## config.mk

```make
export PLATFORM = sky130hd
export DESIGN_NAME = oedf_top
export DESIGN_NICKNAME = d
export VERILOG_FILES = /design/src/verilog/oedf_pkg.sv /design/src/verilog/oedf_top.sv /design/src/verilog/oedf_edge_delay.sv
export SDC_FILE = /design/constraint.sdc
export NUM_CORES = 1
export LEC_CHECK = 0
export ABC_AREA = 1
export CAP_MARGIN = 20
export CORE_MARGIN = 4
export CORE_UTILIZATION = 30
export CTS_BUF_LIST = sky130_fd_sc_hd__clkbuf_4
export CTS_CLUSTER_DIAMETER = 150
export DETAILED_ROUTE_END_ITERATION = 16
export DONT_BUFFER_PORTS = 1
export PLACE_DENSITY = 0.46
export SLEW_MARGIN = 0
export SYNTH_ARGS = -nofsm -noshare
export SYNTH_HDL_FRONTEND = slang
export SYNTH_SLANG_ARGS = --single-unit
```

## constraint.sdc

```tcl
create_clock -name clk_sys -period 7.16 [get_ports clk_sys]
set_clock_uncertainty 0.2 [all_clocks]
set_input_delay 1.432 -clock clk_sys [delete_from_list [all_inputs] [get_ports clk_sys]]
set_output_delay 1.432 -clock clk_sys [all_outputs]
set_load 0.005 [all_outputs]
```

## src/verilog/oedf_pkg.sv

```systemverilog
// constants shared by the output edge delay filter block
package oedf_pkg;

  // delay settings are held in tenths of a second
  localparam int unsigned DLY_W     = 10;
  localparam logic [9:0]  DLY_MAX   = 10'h3E8;   // 100.0 s in 0.1 s steps
  localparam logic [9:0]  DLY_RST   = 10'h000;   // 0.0 s after reset

  // time base: one tick every 0.1 s at a 100 ns clock
  localparam int unsigned CLK_PERIOD_NS = 100;
  localparam int unsigned TICK_NS       = 100_000_000;
  localparam int unsigned TICK_CYCLES   = TICK_NS / CLK_PERIOD_NS;

  // register bus
  localparam int unsigned ADDR_W = 5;
  localparam int unsigned DATA_W = 32;
  localparam logic [4:0]  OFS_TERM_RISE  = 5'h00;
  localparam logic [4:0]  OFS_TERM_FALL  = 5'h04;
  localparam logic [4:0]  OFS_RELAY_RISE = 5'h08;
  localparam logic [4:0]  OFS_RELAY_FALL = 5'h0C;
  localparam logic [4:0]  OFS_TERM_FUNC  = 5'h10;
  localparam logic [4:0]  OFS_RELAY_FUNC = 5'h14;
  localparam logic [4:0]  OFS_START_FREQ = 5'h18;
  localparam logic [4:0]  OFS_STATUS     = 5'h1C;

  // output function codes
  localparam int unsigned FUNC_W      = 8;
  localparam logic [7:0]  FUNC_RUN    = 8'h00;
  localparam logic [7:0]  FUNC_ALARM  = 8'h05;
  localparam logic [7:0]  TERM_FUNC_RST  = 8'h00;
  localparam logic [7:0]  RELAY_FUNC_RST = 8'h05;
  localparam int unsigned NUM_SRC     = 8;

  // output frequency word
  localparam int unsigned FREQ_W        = 16;
  localparam logic [15:0] START_FREQ_RST = 16'h0000;

  // status register bit positions
  localparam int unsigned ST_TERM_BIT  = 0;
  localparam int unsigned ST_RELAY_BIT = 1;
  localparam int unsigned ST_RUN_BIT   = 2;
  localparam int unsigned ST_TSRC_BIT  = 3;
  localparam int unsigned ST_RSRC_BIT  = 4;

endpackage

```

## src/verilog/oedf_top.sv

```systemverilog
// output edge delay filter: terminal and relay outputs with run status
`timescale 1ns/100ps
`default_nettype none

// Function
// - delays programmable from 0 to 100 s in 0.1 s steps
// - rise and fall delays set independently per output
// - turn-on output only after source held for the on delay, less up to one 0.1 s tick
// - source pulses shorter than on delay are dropped
// - off delay stretches each pulse by the off time
// - source gaps shorter than off delay are bridged
// - both delays together shift both edges, short pulses still dropped
// - terminal output has own rise and fall delays, 0 to 100 s, default 0
// - relay has own rise and fall delays, up to 100 s, default 0
// - delays apply to any assigned function; zero passes directly
// - function code 00 drives output on in run, off in stop
// - terminal output active low, transistor pulls to ground when on
// - run status asserted while output frequency exceeds start frequency
module oedf_top #(
  parameter int unsigned TICK_CYCLES = oedf_pkg::TICK_CYCLES  // clocks per 0.1 s
) (
  input  wire logic                        clk_sys,      // system clock, 10 MHz
  input  wire logic                        rst,          // async reset, active high
  input  wire logic [oedf_pkg::ADDR_W-1:0] reg_addr,     // register byte address
  input  wire logic [oedf_pkg::DATA_W-1:0] reg_wdata,    // register write data
  input  wire logic                        reg_wr,       // write strobe
  input  wire logic                        reg_rd,       // read strobe
  output logic      [oedf_pkg::DATA_W-1:0] reg_rdata,    // read data, cycle after strobe
  input  wire logic [oedf_pkg::FREQ_W-1:0] out_freq,     // present output frequency
  input  wire logic                        alarm_in,     // alarm function source
  input  wire logic [oedf_pkg::NUM_SRC-1:0] aux_func,    // other function sources by code
  output logic                             term_pin_o,   // terminal pin level when driven
  output logic                             term_pin_oe,  // terminal transistor on
  output logic                             relay_coil,   // relay coil energised
  output logic                             run_status    // running indication
);

  localparam int unsigned TW = (TICK_CYCLES > 1) ? $clog2(TICK_CYCLES) : 1;
  localparam logic [TW-1:0] TICK_LAST = TW'(TICK_CYCLES - 1);
  localparam int unsigned DW = oedf_pkg::DLY_W;

  // limit a written delay to the 100 s ceiling
  function automatic logic [DW-1:0] clamp_dly(input logic [oedf_pkg::DATA_W-1:0] v);
    logic [DW-1:0] r;
    r = oedf_pkg::DLY_MAX;
    if (v < {22'h000000, oedf_pkg::DLY_MAX})
    begin
      r = v[DW-1:0];
    end
    return r;
  endfunction

  // pick the source for an output function code; unknown codes read as off
  function automatic logic pick_source(input logic [oedf_pkg::FUNC_W-1:0] code,
                                       input logic [oedf_pkg::NUM_SRC-1:0] srcs);
    logic r;
    r = 1'b0;
    if (code < oedf_pkg::FUNC_W'(oedf_pkg::NUM_SRC))
    begin
      r = srcs[code[2:0]];
    end
    return r;
  endfunction

  // configuration registers
  logic [DW-1:0]                 term_out_rise_delay_q;
  logic [DW-1:0]                 term_out_rise_delay_d;
  logic [DW-1:0]                 term_out_fall_delay_q;
  logic [DW-1:0]                 term_out_fall_delay_d;
  logic [DW-1:0]                 relay_rise_delay_q;
  logic [DW-1:0]                 relay_rise_delay_d;
  logic [DW-1:0]                 relay_fall_delay_q;
  logic [DW-1:0]                 relay_fall_delay_d;
  logic [oedf_pkg::FUNC_W-1:0]   term_func_q;
  logic [oedf_pkg::FUNC_W-1:0]   term_func_d;
  logic [oedf_pkg::FUNC_W-1:0]   relay_func_q;
  logic [oedf_pkg::FUNC_W-1:0]   relay_func_d;
  logic [oedf_pkg::FREQ_W-1:0]   start_frequency_setting_q;
  logic [oedf_pkg::FREQ_W-1:0]   start_frequency_setting_d;
  logic [oedf_pkg::DATA_W-1:0]   rdata_q;
  logic [oedf_pkg::DATA_W-1:0]   rdata_d;

  // time base and source state
  logic [TW-1:0]                 tick_cnt_q;
  logic [TW-1:0]                 tick_cnt_d;
  logic                          tick_q;
  logic                          tick_d;
  logic                          run_q;
  logic                          run_d;
  logic                          term_src_q;
  logic                          term_src_d;
  logic                          relay_src_q;
  logic                          relay_src_d;
  logic [oedf_pkg::NUM_SRC-1:0]  src_vec;
  logic                          term_on;
  logic                          relay_on;

  // register writes; every delay write is clamped so a bad value cannot exceed 100 s
  always_comb
  begin
    term_out_rise_delay_d     = term_out_rise_delay_q;
    term_out_fall_delay_d     = term_out_fall_delay_q;
    relay_rise_delay_d        = relay_rise_delay_q;
    relay_fall_delay_d        = relay_fall_delay_q;
    term_func_d               = term_func_q;
    relay_func_d              = relay_func_q;
    start_frequency_setting_d = start_frequency_setting_q;
    if (reg_wr)
    begin
      case (reg_addr)
        oedf_pkg::OFS_TERM_RISE:  term_out_rise_delay_d = clamp_dly(reg_wdata);
        oedf_pkg::OFS_TERM_FALL:  term_out_fall_delay_d = clamp_dly(reg_wdata);
        oedf_pkg::OFS_RELAY_RISE: relay_rise_delay_d    = clamp_dly(reg_wdata);
        oedf_pkg::OFS_RELAY_FALL: relay_fall_delay_d    = clamp_dly(reg_wdata);
        oedf_pkg::OFS_TERM_FUNC:  term_func_d  = reg_wdata[oedf_pkg::FUNC_W-1:0];
        oedf_pkg::OFS_RELAY_FUNC: relay_func_d = reg_wdata[oedf_pkg::FUNC_W-1:0];
        oedf_pkg::OFS_START_FREQ:
          start_frequency_setting_d = reg_wdata[oedf_pkg::FREQ_W-1:0];
        default: ;
      endcase
    end
  end

  // read mux; unmapped addresses and reserved bits read as zero
  always_comb
  begin
    rdata_d = '0;
    if (reg_rd)
    begin
      case (reg_addr)
        oedf_pkg::OFS_TERM_RISE:  rdata_d[DW-1:0] = term_out_rise_delay_q;
        oedf_pkg::OFS_TERM_FALL:  rdata_d[DW-1:0] = term_out_fall_delay_q;
        oedf_pkg::OFS_RELAY_RISE: rdata_d[DW-1:0] = relay_rise_delay_q;
        oedf_pkg::OFS_RELAY_FALL: rdata_d[DW-1:0] = relay_fall_delay_q;
        oedf_pkg::OFS_TERM_FUNC:  rdata_d[oedf_pkg::FUNC_W-1:0] = term_func_q;
        oedf_pkg::OFS_RELAY_FUNC: rdata_d[oedf_pkg::FUNC_W-1:0] = relay_func_q;
        oedf_pkg::OFS_START_FREQ: rdata_d[oedf_pkg::FREQ_W-1:0] = start_frequency_setting_q;
        oedf_pkg::OFS_STATUS:
        begin
          rdata_d[oedf_pkg::ST_TERM_BIT]  = term_on;
          rdata_d[oedf_pkg::ST_RELAY_BIT] = relay_on;
          rdata_d[oedf_pkg::ST_RUN_BIT]   = run_q;
          rdata_d[oedf_pkg::ST_TSRC_BIT]  = term_src_q;
          rdata_d[oedf_pkg::ST_RSRC_BIT]  = relay_src_q;
        end
        default: rdata_d = '0;
      endcase
    end
  end

  // 0.1 s time base shared by both channels; the first tick of a delay may come
  // early by up to one period, the price of not running a prescaler per channel
  always_comb
  begin
    tick_d     = 1'b0;
    tick_cnt_d = tick_cnt_q + 1'b1;
    if (tick_cnt_q == TICK_LAST)
    begin
      tick_cnt_d = '0;
      tick_d     = 1'b1;
    end
  end

  // running indication and function selection
  always_comb
  begin
    run_d = (out_freq > start_frequency_setting_q);
    src_vec = aux_func;
    src_vec[oedf_pkg::FUNC_RUN[2:0]]   = run_q;
    src_vec[oedf_pkg::FUNC_ALARM[2:0]] = alarm_in;
    term_src_d  = pick_source(term_func_q, src_vec);
    relay_src_d = pick_source(relay_func_q, src_vec);
  end

  // all top-level state; channel output and counter state sits in the oedf_edge_delay instances
  always_ff @(posedge clk_sys or posedge rst)
  begin
    if (rst)
    begin
      term_out_rise_delay_q     <= oedf_pkg::DLY_RST;
      term_out_fall_delay_q     <= oedf_pkg::DLY_RST;
      relay_rise_delay_q        <= oedf_pkg::DLY_RST;
      relay_fall_delay_q        <= oedf_pkg::DLY_RST;
      term_func_q               <= oedf_pkg::TERM_FUNC_RST;
      relay_func_q              <= oedf_pkg::RELAY_FUNC_RST;
      start_frequency_setting_q <= oedf_pkg::START_FREQ_RST;
      rdata_q                   <= '0;
      tick_cnt_q                <= '0;
      tick_q                    <= 1'b0;
      run_q                     <= 1'b0;
      term_src_q                <= 1'b0;
      relay_src_q               <= 1'b0;
    end
    else
    begin
      term_out_rise_delay_q     <= term_out_rise_delay_d;
      term_out_fall_delay_q     <= term_out_fall_delay_d;
      relay_rise_delay_q        <= relay_rise_delay_d;
      relay_fall_delay_q        <= relay_fall_delay_d;
      term_func_q               <= term_func_d;
      relay_func_q              <= relay_func_d;
      start_frequency_setting_q <= start_frequency_setting_d;
      rdata_q                   <= rdata_d;
      tick_cnt_q                <= tick_cnt_d;
      tick_q                    <= tick_d;
      run_q                     <= run_d;
      term_src_q                <= term_src_d;
      relay_src_q               <= relay_src_d;
    end
  end

  // terminal channel
  oedf_edge_delay #(
    .DW      (DW)
  ) u_term (
    .clk_sys (clk_sys),
    .rst     (rst),
    .tick    (tick_q),
    .src     (term_src_q),
    .on_dly  (term_out_rise_delay_q),
    .off_dly (term_out_fall_delay_q),
    .out_q   (term_on)
  );

  // relay channel, settings kept apart from the terminal
  oedf_edge_delay #(
    .DW      (DW)
  ) u_relay (
    .clk_sys (clk_sys),
    .rst     (rst),
    .tick    (tick_q),
    .src     (relay_src_q),
    .on_dly  (relay_rise_delay_q),
    .off_dly (relay_fall_delay_q),
    .out_q   (relay_on)
  );

  // open collector: the pin only ever sinks, so its level is fixed low and the
  // enable carries the signal
  assign term_pin_o  = 1'b0;
  assign term_pin_oe = term_on;
  assign relay_coil  = relay_on;
  assign run_status  = run_q;
  assign reg_rdata   = rdata_q;

  // configuration bounds: every delay stays under the ceiling, an oversized write saturates
  a_delay_clamped : assert property (@(posedge clk_sys) disable iff (rst)
    term_out_rise_delay_q <= oedf_pkg::DLY_MAX && term_out_fall_delay_q <= oedf_pkg::DLY_MAX &&
    relay_rise_delay_q <= oedf_pkg::DLY_MAX && relay_fall_delay_q <= oedf_pkg::DLY_MAX)
    else $error("delay above ceiling");
  a_write_saturates : assert property (@(posedge clk_sys) disable iff (rst)
    (reg_wr && reg_addr == oedf_pkg::OFS_TERM_RISE && reg_wdata > {22'h000000, oedf_pkg::DLY_MAX})
    |=> term_out_rise_delay_q == oedf_pkg::DLY_MAX) else $error("oversized delay not saturated");
  a_relay_apart : assert property (@(posedge clk_sys) disable iff (rst)
    (reg_wr && reg_addr == oedf_pkg::OFS_TERM_RISE) |=>
    $stable(relay_rise_delay_q) && $stable(relay_fall_delay_q))
    else $error("terminal write moved relay delay");
  a_run_follows_freq : assert property (@(posedge clk_sys) disable iff (rst)
    (out_freq > start_frequency_setting_q) |=> run_q) else $error("run status missed");
  a_stop_clears_run : assert property (@(posedge clk_sys) disable iff (rst)
    (out_freq <= start_frequency_setting_q) |=> !run_q) else $error("run status stuck");
  a_oc_sinks_only : assert property (@(posedge clk_sys) disable iff (rst)
    term_pin_oe |-> !term_pin_o) else $error("terminal driven high");
  a_tick_spacing : assert property (@(posedge clk_sys) disable iff (rst)
    tick_q |=> !tick_q) else $error("ticks back to back");
  // read port: data stands one cycle only, holes read as zero
  a_unmapped_zero : assert property (@(posedge clk_sys) disable iff (rst)
    (reg_rd && reg_addr[1:0] != 2'h0) |=> reg_rdata == '0)
    else $error("unmapped read not zero");
  a_rdata_one_cycle : assert property (@(posedge clk_sys) disable iff (rst)
    !reg_rd |=> reg_rdata == '0) else $error("read data held too long");
  a_read_rise_dly : assert property (@(posedge clk_sys) disable iff (rst)
    (reg_rd && reg_addr == oedf_pkg::OFS_TERM_RISE) |=>
    reg_rdata[DW-1:0] == term_out_rise_delay_q) else $error("delay readback wrong");
  a_status_run : assert property (@(posedge clk_sys) disable iff (rst)
    (reg_rd && reg_addr == oedf_pkg::OFS_STATUS) |=>
    reg_rdata[oedf_pkg::ST_RUN_BIT] == $past(run_q)) else $error("status run bit wrong");
  // function routing into the channels
  a_run_src_to_term : assert property (@(posedge clk_sys) disable iff (rst)
    (term_func_q == oedf_pkg::FUNC_RUN && $stable(term_func_q)) |=> term_src_q == $past(run_q))
    else $error("run function not routed");
  a_alarm_to_relay : assert property (@(posedge clk_sys) disable iff (rst)
    (relay_func_q == oedf_pkg::FUNC_ALARM && $stable(relay_func_q)) |=>
    relay_src_q == $past(alarm_in)) else $error("alarm function not routed");

  // main scenarios that a run should reach
  c_run_on : cover property (@(posedge clk_sys) disable iff (rst) $rose(run_q));
  c_term_on : cover property (@(posedge clk_sys) disable iff (rst) $rose(term_pin_oe));
  c_relay_off : cover property (@(posedge clk_sys) disable iff (rst) $fell(relay_coil));

endmodule

`default_nettype wire

```

## src/verilog/oedf_edge_delay.sv

```systemverilog
// one output channel: independent turn-on and turn-off delay filter
`timescale 1ns/100ps
`default_nettype none

module oedf_edge_delay #(
  parameter int unsigned DW = oedf_pkg::DLY_W
) (
  input  wire logic          clk_sys,  // system clock
  input  wire logic          rst,      // async reset, active high
  input  wire logic          tick,     // 0.1 s time base pulse
  input  wire logic          src,      // unfiltered source signal
  input  wire logic [DW-1:0] on_dly,   // turn-on delay in ticks
  input  wire logic [DW-1:0] off_dly,  // turn-off delay in ticks
  output logic               out_q     // filtered output
);

  logic [DW-1:0] cnt_q;
  logic [DW-1:0] cnt_d;
  logic          out_d;
  logic [DW-1:0] want;

  // pending delay: count ticks while the source disagrees with the output
  always_comb
  begin
    want  = out_q ? off_dly : on_dly;
    out_d = out_q;
    cnt_d = cnt_q;
    if (src == out_q)
    begin
      cnt_d = '0;
    end
    else if (want == '0)
    begin
      out_d = src;
      cnt_d = '0;
    end
    else if (tick)
    begin
      if (cnt_q + 1'b1 >= want)
      begin
        out_d = src;
        cnt_d = '0;
      end
      else
      begin
        cnt_d = cnt_q + 1'b1;
      end
    end
  end

  // state registers
  always_ff @(posedge clk_sys or posedge rst)
  begin
    if (rst)
    begin
      out_q <= 1'b0;
      cnt_q <= '0;
    end
    else
    begin
      out_q <= out_d;
      cnt_q <= cnt_d;
    end
  end

  // the output only moves toward the source: a rise needs a source that was high
  a_rise_needs_src : assert property (@(posedge clk_sys) disable iff (rst)
    $rose(out_q) |-> $past(src)) else $error("output rose without source");
  a_fall_needs_low : assert property (@(posedge clk_sys) disable iff (rst)
    $fell(out_q) |-> !$past(src)) else $error("output fell with source high");
  a_zero_on_pass : assert property (@(posedge clk_sys) disable iff (rst)
    (!out_q && src && on_dly == '0) |=> out_q) else $error("zero on delay not passed");
  a_zero_off_pass : assert property (@(posedge clk_sys) disable iff (rst)
    (out_q && !src && off_dly == '0) |=> !out_q) else $error("zero off delay not passed");
  a_no_tick_hold : assert property (@(posedge clk_sys) disable iff (rst)
    (!tick && on_dly != '0 && off_dly != '0) |=> $stable(out_q))
    else $error("output moved without a tick");
  a_count_restart : assert property (@(posedge clk_sys) disable iff (rst)
    (src == out_q) |=> cnt_q == '0) else $error("count not restarted");
  c_delayed_rise : cover property (@(posedge clk_sys) disable iff (rst)
    $rose(out_q) && on_dly != '0);
  c_pulse_dropped : cover property (@(posedge clk_sys) disable iff (rst)
    !out_q && cnt_q != '0 ##1 !src);

endmodule

`default_nettype wire

```

==> results.toml, run 1 <==
[sta]
grt_setup_unrepaired = "false"
setup_tns_ns = 0
hold_viol = 0
slew_headroom = 0.4163
worst_pin_slew_ns = 0.8755
maxSlewViolCount = 0
fin_crit_ns = 3.274
fmax_ghz = 0.3054
finalCritPeriodShare = 0.4573
setup_viol_count_final = 0

[place]
place_hpwl_mm = 17.43
io_buffer_count = 0
place.gp.congestion = 0.8168
place_area_sq_um = 8514

[detailed_routing]
drc_errors = 0
routed_via_density = 4.701
dr.pass1.iters = 5
drt-total-wl_mm = 23.70
drtIter0Drc = 427
avgRoutedWirePerCell_um = 15.64
vias = 7127
postRouteAntennaNets = 0

[die]
die_w_um = 174.0
die-area_sq_um = 30290
die_h_um = 174.0
rows = 60
start_util = 0.3060
io_pins = 102
coreArea_sq_um = 27030

[setup_path]
critPathMostFrequentCell = "nand2_1"
criticalPathCategory = "reg2reg"
cp_data_arrival_time_ns = 3.54
crit_slowest_cell = "dfrtp_1"
critical_path.cell_chain = "inv_2 > o21ai_0 > ha_1 > nand2_1 > a21oi_1 > nor2_1 > nand3_1 > a21oi_1 > nand2_1 > nand2_1 > inv_1"
start_kind = "flip-flop"
end_kind = "flip-flop"
worstPathRequired_ns = 7.43
critPathMaxFanout = 23
worst_path_largest_cell_delay_ns = 0.90
cp_num_buf_inv = 2
critPathTopFamily = "flip-flops"

[synth]
synth_edf_count = 0
synthDistinctLibCells = 39
syn_area_sq_um = 8270
ys_seq_area_frac = 0.4057
synthFlopType = "dfrtp_1"
postSynth.asyncResetShare = 1.000
synth_warnings = 0
avgSynthCellArea_sq_um = 7.130
synth-seq-cells = 134
synthCells = 1160

[finish]
nFillCells = 2997
nets = 1266
seq_area_sq_um = 3356
layout_common_cells = "nand2_1 (386), inv_1 (156), dfrtp_1 (132), nor2_1 (131), o21ai_0 (50)"
layout-drive-gt1-share = 0.05707
fin_area_sq_um = 8832
area_growth_pct = 6.793
multi_input_area_sq_um = 4059
layout_commonest_cell = "nand2_1"

[cts]
ctsLongestPathBuffers = 2
clkTransAtPathRegs_ns = 0.14
htreeDepth = 4
post-cts-setup-buffers = 0
cts-buffers-inserted = 17
cts_sinks = 134
cts_tree = "done"
cts_resized = 0
clk_latency_ns = 0.56
cts_hold_buf = 0
cts_root_buf = "clkbuf_4"

[global_route]
grt_use_met3 = 0.03719
gr-total-overflow = 0
grt_usage = 0.1574
grt_busiest_layer = "met2"
grt_pass1_wl_mm = 38.06
grtUsageMet2 = 0.2528
antenna_found_initial = 1
grt_pass1_vias = 7011
grt_util_met1 = 0.2182
grt_max_degree = 89

[pwr]
p_leak_uw = 0.004673
p_total_uw = 2008
ir_worst_vdd_mv = 0.1026
cellPowerDensity_nw_per_um2 = 227.4

[hold_path]
hold_path.class = "reg2reg"

[status]
outcome = "finished, final reports clean"

[run]
cap_viol_max_count = 0
-- Yosys cell counts, types with 6 or more instances --
master,count,area share
buf_6,6,0.0082
nor3_1,8,0.0048
nand3_2,6,0.0073
nand2_1,386,0.18
nor4_1,7,0.0053
a21oi_1,35,0.021
ha_1,39,0.059
o22ai_1,22,0.017
nor2_1,131,0.059
nand4_1,30,0.023
o21ai_0,50,0.030
xor2_1,15,0.016
nand3_1,49,0.030
inv_2,7,0.0032
dfrtp_1,132,0.40
xnor2_1,6,0.0064
o21ai_1,10,0.0061
buf_4,21,0.019
buf_2,9,0.0054
inv_1,157,0.071
-- kinds of logic after synthesis --
group           share of synthesized area
simple gates                       0.3210
buf+inv                            0.1107
flops                              0.4057
compound gates                    0.08079
fa+ha+maj                         0.05900
xor+xnor                          0.02224
other cells                     0.0004534
-- flip-flops by register name, indices dropped and copies added, names as in the netlist --
name / flops
u_term.out_q: 1
tick_q: 1
relay_func_q: 8
reg_rdata: 16
start_frequency_setting_q: 16
relay_rise_delay_q: 10
u_relay.out_q: 1
term_out_fall_delay_q: 10
tick_cnt_q: 20
relay_src_q: 1
term_src_q: 1
term_func_q: 8
run_status: 1
term_out_rise_delay_q: 10
u_term.cnt_q: 10
u_relay.cnt_q: 10
relay_fall_delay_q: 10
-- path summary, 6_finish.rpt --
path,from,endpoint,slack (ns),depth (start not counted)
max in group asynchronous,rst,tick_cnt_q[9],4.87,2
worst max register to register,u_relay.out_q,u_relay.out_q,3.89,11
worst max-delay path,u_relay.out_q,u_relay.out_q,3.89,11
worst min-delay path,relay_fall_delay_q[0],relay_fall_delay_q[0],0.30,2
worst min register to register,relay_fall_delay_q[0],relay_fall_delay_q[0],0.30,2
min in group asynchronous,rst,term_out_fall_delay_q[8],0.69,1
-- tightest hold or removal path, stage by stage (launching register included) --
cell,delay (ns)
dfrtp_1,0.37
nand2_1,0.05
nand2_1,0.05
-- final cells by class --
type / instances / share of cell area
clock inverter: 15 / 0.01813
inverter: 168 / 0.07196
antenna: 1 / 0.0002833
clock buffer: 17 / 0.01445
timing repair buffer: 6 / 0.007366
tap: 341 / 0.04831
sequential: 134 / 0.3799
multi-input combinational: 834 / 0.4596
-- power breakdown --
group          internal, uW  total [uW]  switching [uW]
logic                   172         547             375
registers               833         923            90.7
clock network           189         538             349
-- metal layers --
metal | vias to the layer above | routed length [um]
met2 | 120 | 10840
li1 | 3628 | -
met3 | 10 | 1151
met5 | - | 0
met4 | 0 | 176
met1 | 3369 | 11540
-- per-stage QoR --
stage	utilization	setup slack, ns	std cells	hold slack, ns
2_1_floorplan	-	1.949	1176	0.2490
3_3_place_gp	0.3150	3.378	1482	0.2629
3_5_place_dp	0.3150	3.381	1482	0.2648
4_1_cts	0.3257	3.836	1514	0.2986
5_1_grt	0.3268	3.640	1516	0.3226
6_report	0.3268	3.886	1516	0.2957
(Power assumes the default switching activity.)
==> run 2, diff against run 1 <==
--- a/config.mk
+++ b/config.mk
@@ -13,7 +13,7 @@
 export CTS_CLUSTER_DIAMETER = 150
 export DETAILED_ROUTE_END_ITERATION = 16
 export DONT_BUFFER_PORTS = 1
-export PLACE_DENSITY = 0.46
+export PLACE_DENSITY = 0.47
 export SLEW_MARGIN = 0
 export SYNTH_ARGS = -nofsm -noshare
 export SYNTH_HDL_FRONTEND = slang
==> constraint.sdc (replaced) <==
create_clock -name clk_sys -period 2.7 [get_ports clk_sys]
set_clock_uncertainty 0.2 [all_clocks]
set_input_delay 0.54 -clock clk_sys [delete_from_list [all_inputs] [get_ports clk_sys]]
set_output_delay 0.54 -clock clk_sys [all_outputs]
set_load 0.005 [all_outputs]
==> results.toml, run 2 (synthesis gave the netlist of run 1 again) <==
[status]
outcome = "finished, final reports clean"

[finish]
area_growth_pct = 12.21
layout_commonest_cell = "nand2_1"
layout-drive-gt1-share = 0.08746
layout_common_cells = "nand2_1 (382), inv_1 (156), dfrtp_1 (131), nor2_1 (123), o21ai_0 (50)"
nets = 1305
top_register = "tick_cnt_q"
instances_no_fill = 1554
largest_reg_flops = 20

[setup_path]
critical_path.cell_chain = "ha_2 > nand3_2 > nor2_4 > buf_4 > nand2_1 > nand2_1 > inv_1 > ha_1 > nand2_1 > nor2_2 > nand3_1 > nand3_2 > buf_12 > nor2_1 > nand4_1 > nand2_1"
start_kind = "flip-flop"
cp_num_buf_inv = 3
worst_path_largest_cell_delay_ns = 0.40
cp_data_arrival_time_ns = 2.79
critPathMaxFanout = 10
critPathTopFamily = "simple AND/OR/NAND/NOR gates"
worstPathRequired_ns = 2.99
criticalPathCategory = "reg2reg"
crit_slowest_cell = "dfrtp_1"
end_kind = "flip-flop"
critPathMostFrequentCell = "nand2_1"

[pwr]
p_total_uw = 5484
p_leak_uw = 0.004867
cellPowerDensity_nw_per_um2 = 591.0
ir_worst_vdd_mv = 0.3406

[place]
dp.cells = 1501
place.gp.congestion = 0.8567
io_buffer_count = 0
place_hpwl_mm = 17.94

[sta]
hold_viol = 0
maxSlewViolCount = 0
slew_headroom = 0.5208
fmax_ghz = 0.4002
worst_pin_slew_ns = 0.7173
setup_tns_ns = 0
fin_crit_ns = 2.499
finalCritPeriodShare = 0.9255
setup_viol_count_final = 0

[detailed_routing]
postRouteAntennaNets = 0
drtIter0Drc = 447
drt-total-wl_mm = 23.95
drc_errors = 0
avgRoutedWirePerCell_um = 15.41
vias = 7237
dr.pass1.iters = 7
routed_via_density = 4.657

[cts]
ctsLongestPathBuffers = 2
clkTransAtPathRegs_ns = 0.13
htreeDepth = 4
cts_sinks = 134
cts_root_buf = "clkbuf_4"
cts-buffers-inserted = 17
clk_latency_ns = 0.56
cts_tree = "done"

[global_route]
grt_pass1_wl_mm = 38.25
antenna_found_initial = 1
gr-total-overflow = 0
grt_usage = 0.1598
grt_pass1_vias = 6870
grt_max_degree = 39

[die]
die_w_um = 174.0
io_pins = 102
coreArea_sq_um = 27030
rows = 60
start_util = 0.3060
die_h_um = 174.0
die-area_sq_um = 30290

[hold_path]
hold_path.class = "in2reg"

[run]
cap_viol_max_count = 0
## run 2: cell count changes in the layout (fill, tap and decap cells not counted), sizes merged
cell,previous run,this run
dlygate4sd3,0,16
bufinv,1,3
clkinv,8,11
clkbuf,17,18
inv,173,164
buf,6,29
clkinvlp,1,3
## run 2: area by class of cell
type | count | area, sq um
inverters | 168 | 634.4
clock buffers | 18 | 135.1
multi-input cells | 834 | 4139
fillers | 2972 | 17750
well taps | 341 | 426.7
diodes | 1 | 2.502
repair buffers | 45 | 427.9
clock inverters | 13 | 157.7
flip-flops and latches | 134 | 3357
## run 2: metrics by stage
step | utilization | hold slack, ns | setup WS (ns) | area (sq um)
4_1_cts | 0.3389 | 0.01548 | 0.02152 | 9159
5_1_grt | 0.3434 | 0.02541 | -0.04469 | 9280
3_5_place_dp | 0.3221 | 0.2655 | 0.06224 | 8706
3_3_place_gp | 0.3221 | 0.2628 | 0.1027 | 8706
2_1_floorplan | - | 0.2490 | 0.1705 | 8334
6_report | 0.3434 | 0.06678 | 0.2012 | 9280
## run 2: path summary, 6_finish.rpt
| check | from | slack [ns] | cells after the start | to |
|---|---|---|---|---|
| worst max-delay path | u_term.cnt_q[1] | 0.20 | 16 | u_term.cnt_q[5] |
| worst min-delay path | reg_wdata[7] | 0.07 | 2 | start_frequency_setting_q[7] |
| worst max register to register | u_term.cnt_q[1] | 0.20 | 16 | u_term.cnt_q[5] |
| worst min register to register | term_out_fall_delay_q[1] | 0.29 | 2 | term_out_fall_delay_q[1] |
| max in group asynchronous | rst | 1.29 | 3 | u_term.cnt_q[3] |
| min in group asynchronous | rst | 0.36 | 2 | relay_rise_delay_q[4] |
## run 2: repair_timing
| item | in CTS | in global routing |
|---|---|---|
| hold buffers | 16 | 0 |
| buffers inserted | 0 | 5 |
| resized for setup | 0 | 23 |
| hold endpoints to repair | 60 | 0 |
| endpoints found under the setup margin | 0 | 22 |
## run 2: report_power, final
part	internal (uW)	switching, uW
clock network	643	811
logic	545	1090
registers	2210	184
## run 2: layer usage
metal  vias to the layer above  global-route usage  wire [um]
li1                       3700                   -          -
met1                      3400              0.2251      11500
met2                       122              0.2533      11160
met3                        15             0.03632       1083
met4                         0             0.03233        204
met5                         -                   0          0
==> run 3, diff against run 2 <==
--- a/config.mk
+++ b/config.mk
@@ -13,7 +13,7 @@
 export CTS_CLUSTER_DIAMETER = 150
 export DETAILED_ROUTE_END_ITERATION = 16
 export DONT_BUFFER_PORTS = 1
-export PLACE_DENSITY = 0.47
+export PLACE_DENSITY = 0.54
 export SLEW_MARGIN = 0
 export SYNTH_ARGS = -nofsm -noshare
 export SYNTH_HDL_FRONTEND = slang
==> results.toml, run 3 (synthesis gave the netlist of run 1 again) <==
[detailed_routing]
postRouteAntennaNets = 0
drc_errors = 0
dr.pass1.iters = 6
avgRoutedWirePerCell_um = 14.91
drt-total-wl_mm = 23.10
routed_via_density = 4.732
drtIter0Drc = 506
vias = 7330

[status]
outcome = "finished, final reports clean"

[cts]
clk_latency_ns = 0.58
clkTransAtPathRegs_ns = 0.14
htreeDepth = 4
cts_root_buf = "clkbuf_4"
ctsLongestPathBuffers = 2
cts-buffers-inserted = 17
cts_tree = "done"
cts_sinks = 134

[sta]
hold_viol = 0
fin_crit_ns = 2.513
maxSlewViolCount = 0
setup_viol_count_final = 0
finalCritPeriodShare = 0.9309
worst_hold_slack_ns = 0.04103
fmax_ghz = 0.3979

[global_route]
grt_usage = 0.1539
grt_max_degree = 69
gr-total-overflow = 0
grt_pass1_vias = 6996
antenna_found_initial = 4
grt_pass1_wl_mm = 37.38

[setup_path]
worst_path_largest_cell_delay_ns = 0.40
end_kind = "flip-flop"
critPathMaxFanout = 10
worstPathRequired_ns = 2.97
start_kind = "flip-flop"
critical_path.cell_chain = "ha_1 > nand3_1 > nor2_4 > nand4_1 > nand2_1 > inv_1 > ha_1 > nand2_1 > nor2_1 > nand3_1 > nand3_1 > buf_4 > nor2_1 > nand4_1 > nand2_1"
critPathTopFamily = "simple AND/OR/NAND/NOR gates"
cp_data_arrival_time_ns = 2.78
crit_slowest_cell = "dfrtp_1"
cp_num_buf_inv = 2
criticalPathCategory = "reg2reg"

[finish]
nFillCells = 2934
largest_reg_flops = 20
final_core_util = 0.3401
layout_commonest_cell = "nand2_1"
instances_no_fill = 1549
nets = 1299
layout-drive-gt1-share = 0.07954
top_register = "tick_cnt_q"
layout_common_cells = "nand2_1 (386), inv_1 (156), dfrtp_1 (130), nor2_1 (127), o21ai_0 (50)"
area_growth_pct = 11.15

[die]
io_pins = 102
start_util = 0.3060
die-area_sq_um = 30290
rows = 60
die_w_um = 174.0
die_h_um = 174.0
coreArea_sq_um = 27030

[place]
io_buffer_count = 0
dp.cells = 1499
place_hpwl_mm = 17.03
place.gp.congestion = 0.8908

[run]
cap_viol_max_count = 0

[pwr]
p_leak_uw = 0.004832
cellPowerDensity_nw_per_um2 = 591.8
ir_worst_vdd_mv = 0.3187
p_total_uw = 5440

[hold_path]
hold_path.class = "in2reg"
-- run 3: layer usage --
layer / wire (um) / global-route usage / vias to the layer above
met3: 1215 / 0.03371 / 25
met5: 35 / 0 / -
li1: - / - / 3697
met1: 10950 / 0.2154 / 3436
met4: 244 / 0.03827 / 6
met2: 10650 / 0.2430 / 166
-- run 3: stage by stage --
stage	worst slack, ns	setup TNS (ns)	cell area, sq um
floorplan	0.1705	0	8334
finish	0.1865	0	9193
global route	-0.02287	-0.07968	9193
CTS	0.01269	0	9111
global placement	0.1202	0	8666
detailed placement	0.04979	0	8666
-- run 3: path summary, 6_finish.rpt --
kind	start	endpoint	slack [ns]	depth (start not counted)
max in group asynchronous	rst	relay_func_q[2]	1.59	3
max reg2reg	u_term.cnt_q[1]	u_term.cnt_q[9]	0.19	15
min reg2reg	term_out_rise_delay_q[0]	term_out_rise_delay_q[0]	0.29	2
min in group asynchronous	rst	term_out_rise_delay_q[9]	0.37	3
min	reg_wdata[6]	start_frequency_setting_q[6]	0.04	2
max	u_term.cnt_q[1]	u_term.cnt_q[9]	0.19	15
-- run 3: layout make-up --
type                            instances  area [sq um]  share of cell area
Antenna cell                            1         2.502           0.0002722
Clock buffer                           17         127.6             0.01388
Clock inverter                         15         167.7             0.01824
Inverter                              168         634.4             0.06901
Multi-Input combinational cell        834          4116              0.4478
Sequential cell                       134          3358              0.3653
Tap cell                              341         426.7             0.04641
Timing Repair Buffer                   39         359.1             0.03906
-- run 3: repair_timing --
item | in CTS | in global routing
endpoints found under the setup margin | 0 | 22
buffers inserted | 0 | 2
resized for setup | 0 | 16
endpoints found under the hold margin | 169 | 0
hold buffers | 15 | 0
-- run 3: report_power, final --
| part | total [uW] | switching, uW | internal, uW |
|---|---|---|---|
| clock | 1450 | 872 | 574 |
| combinational | 1600 | 1070 | 528 |
| sequential | 2390 | 185 | 2210 |
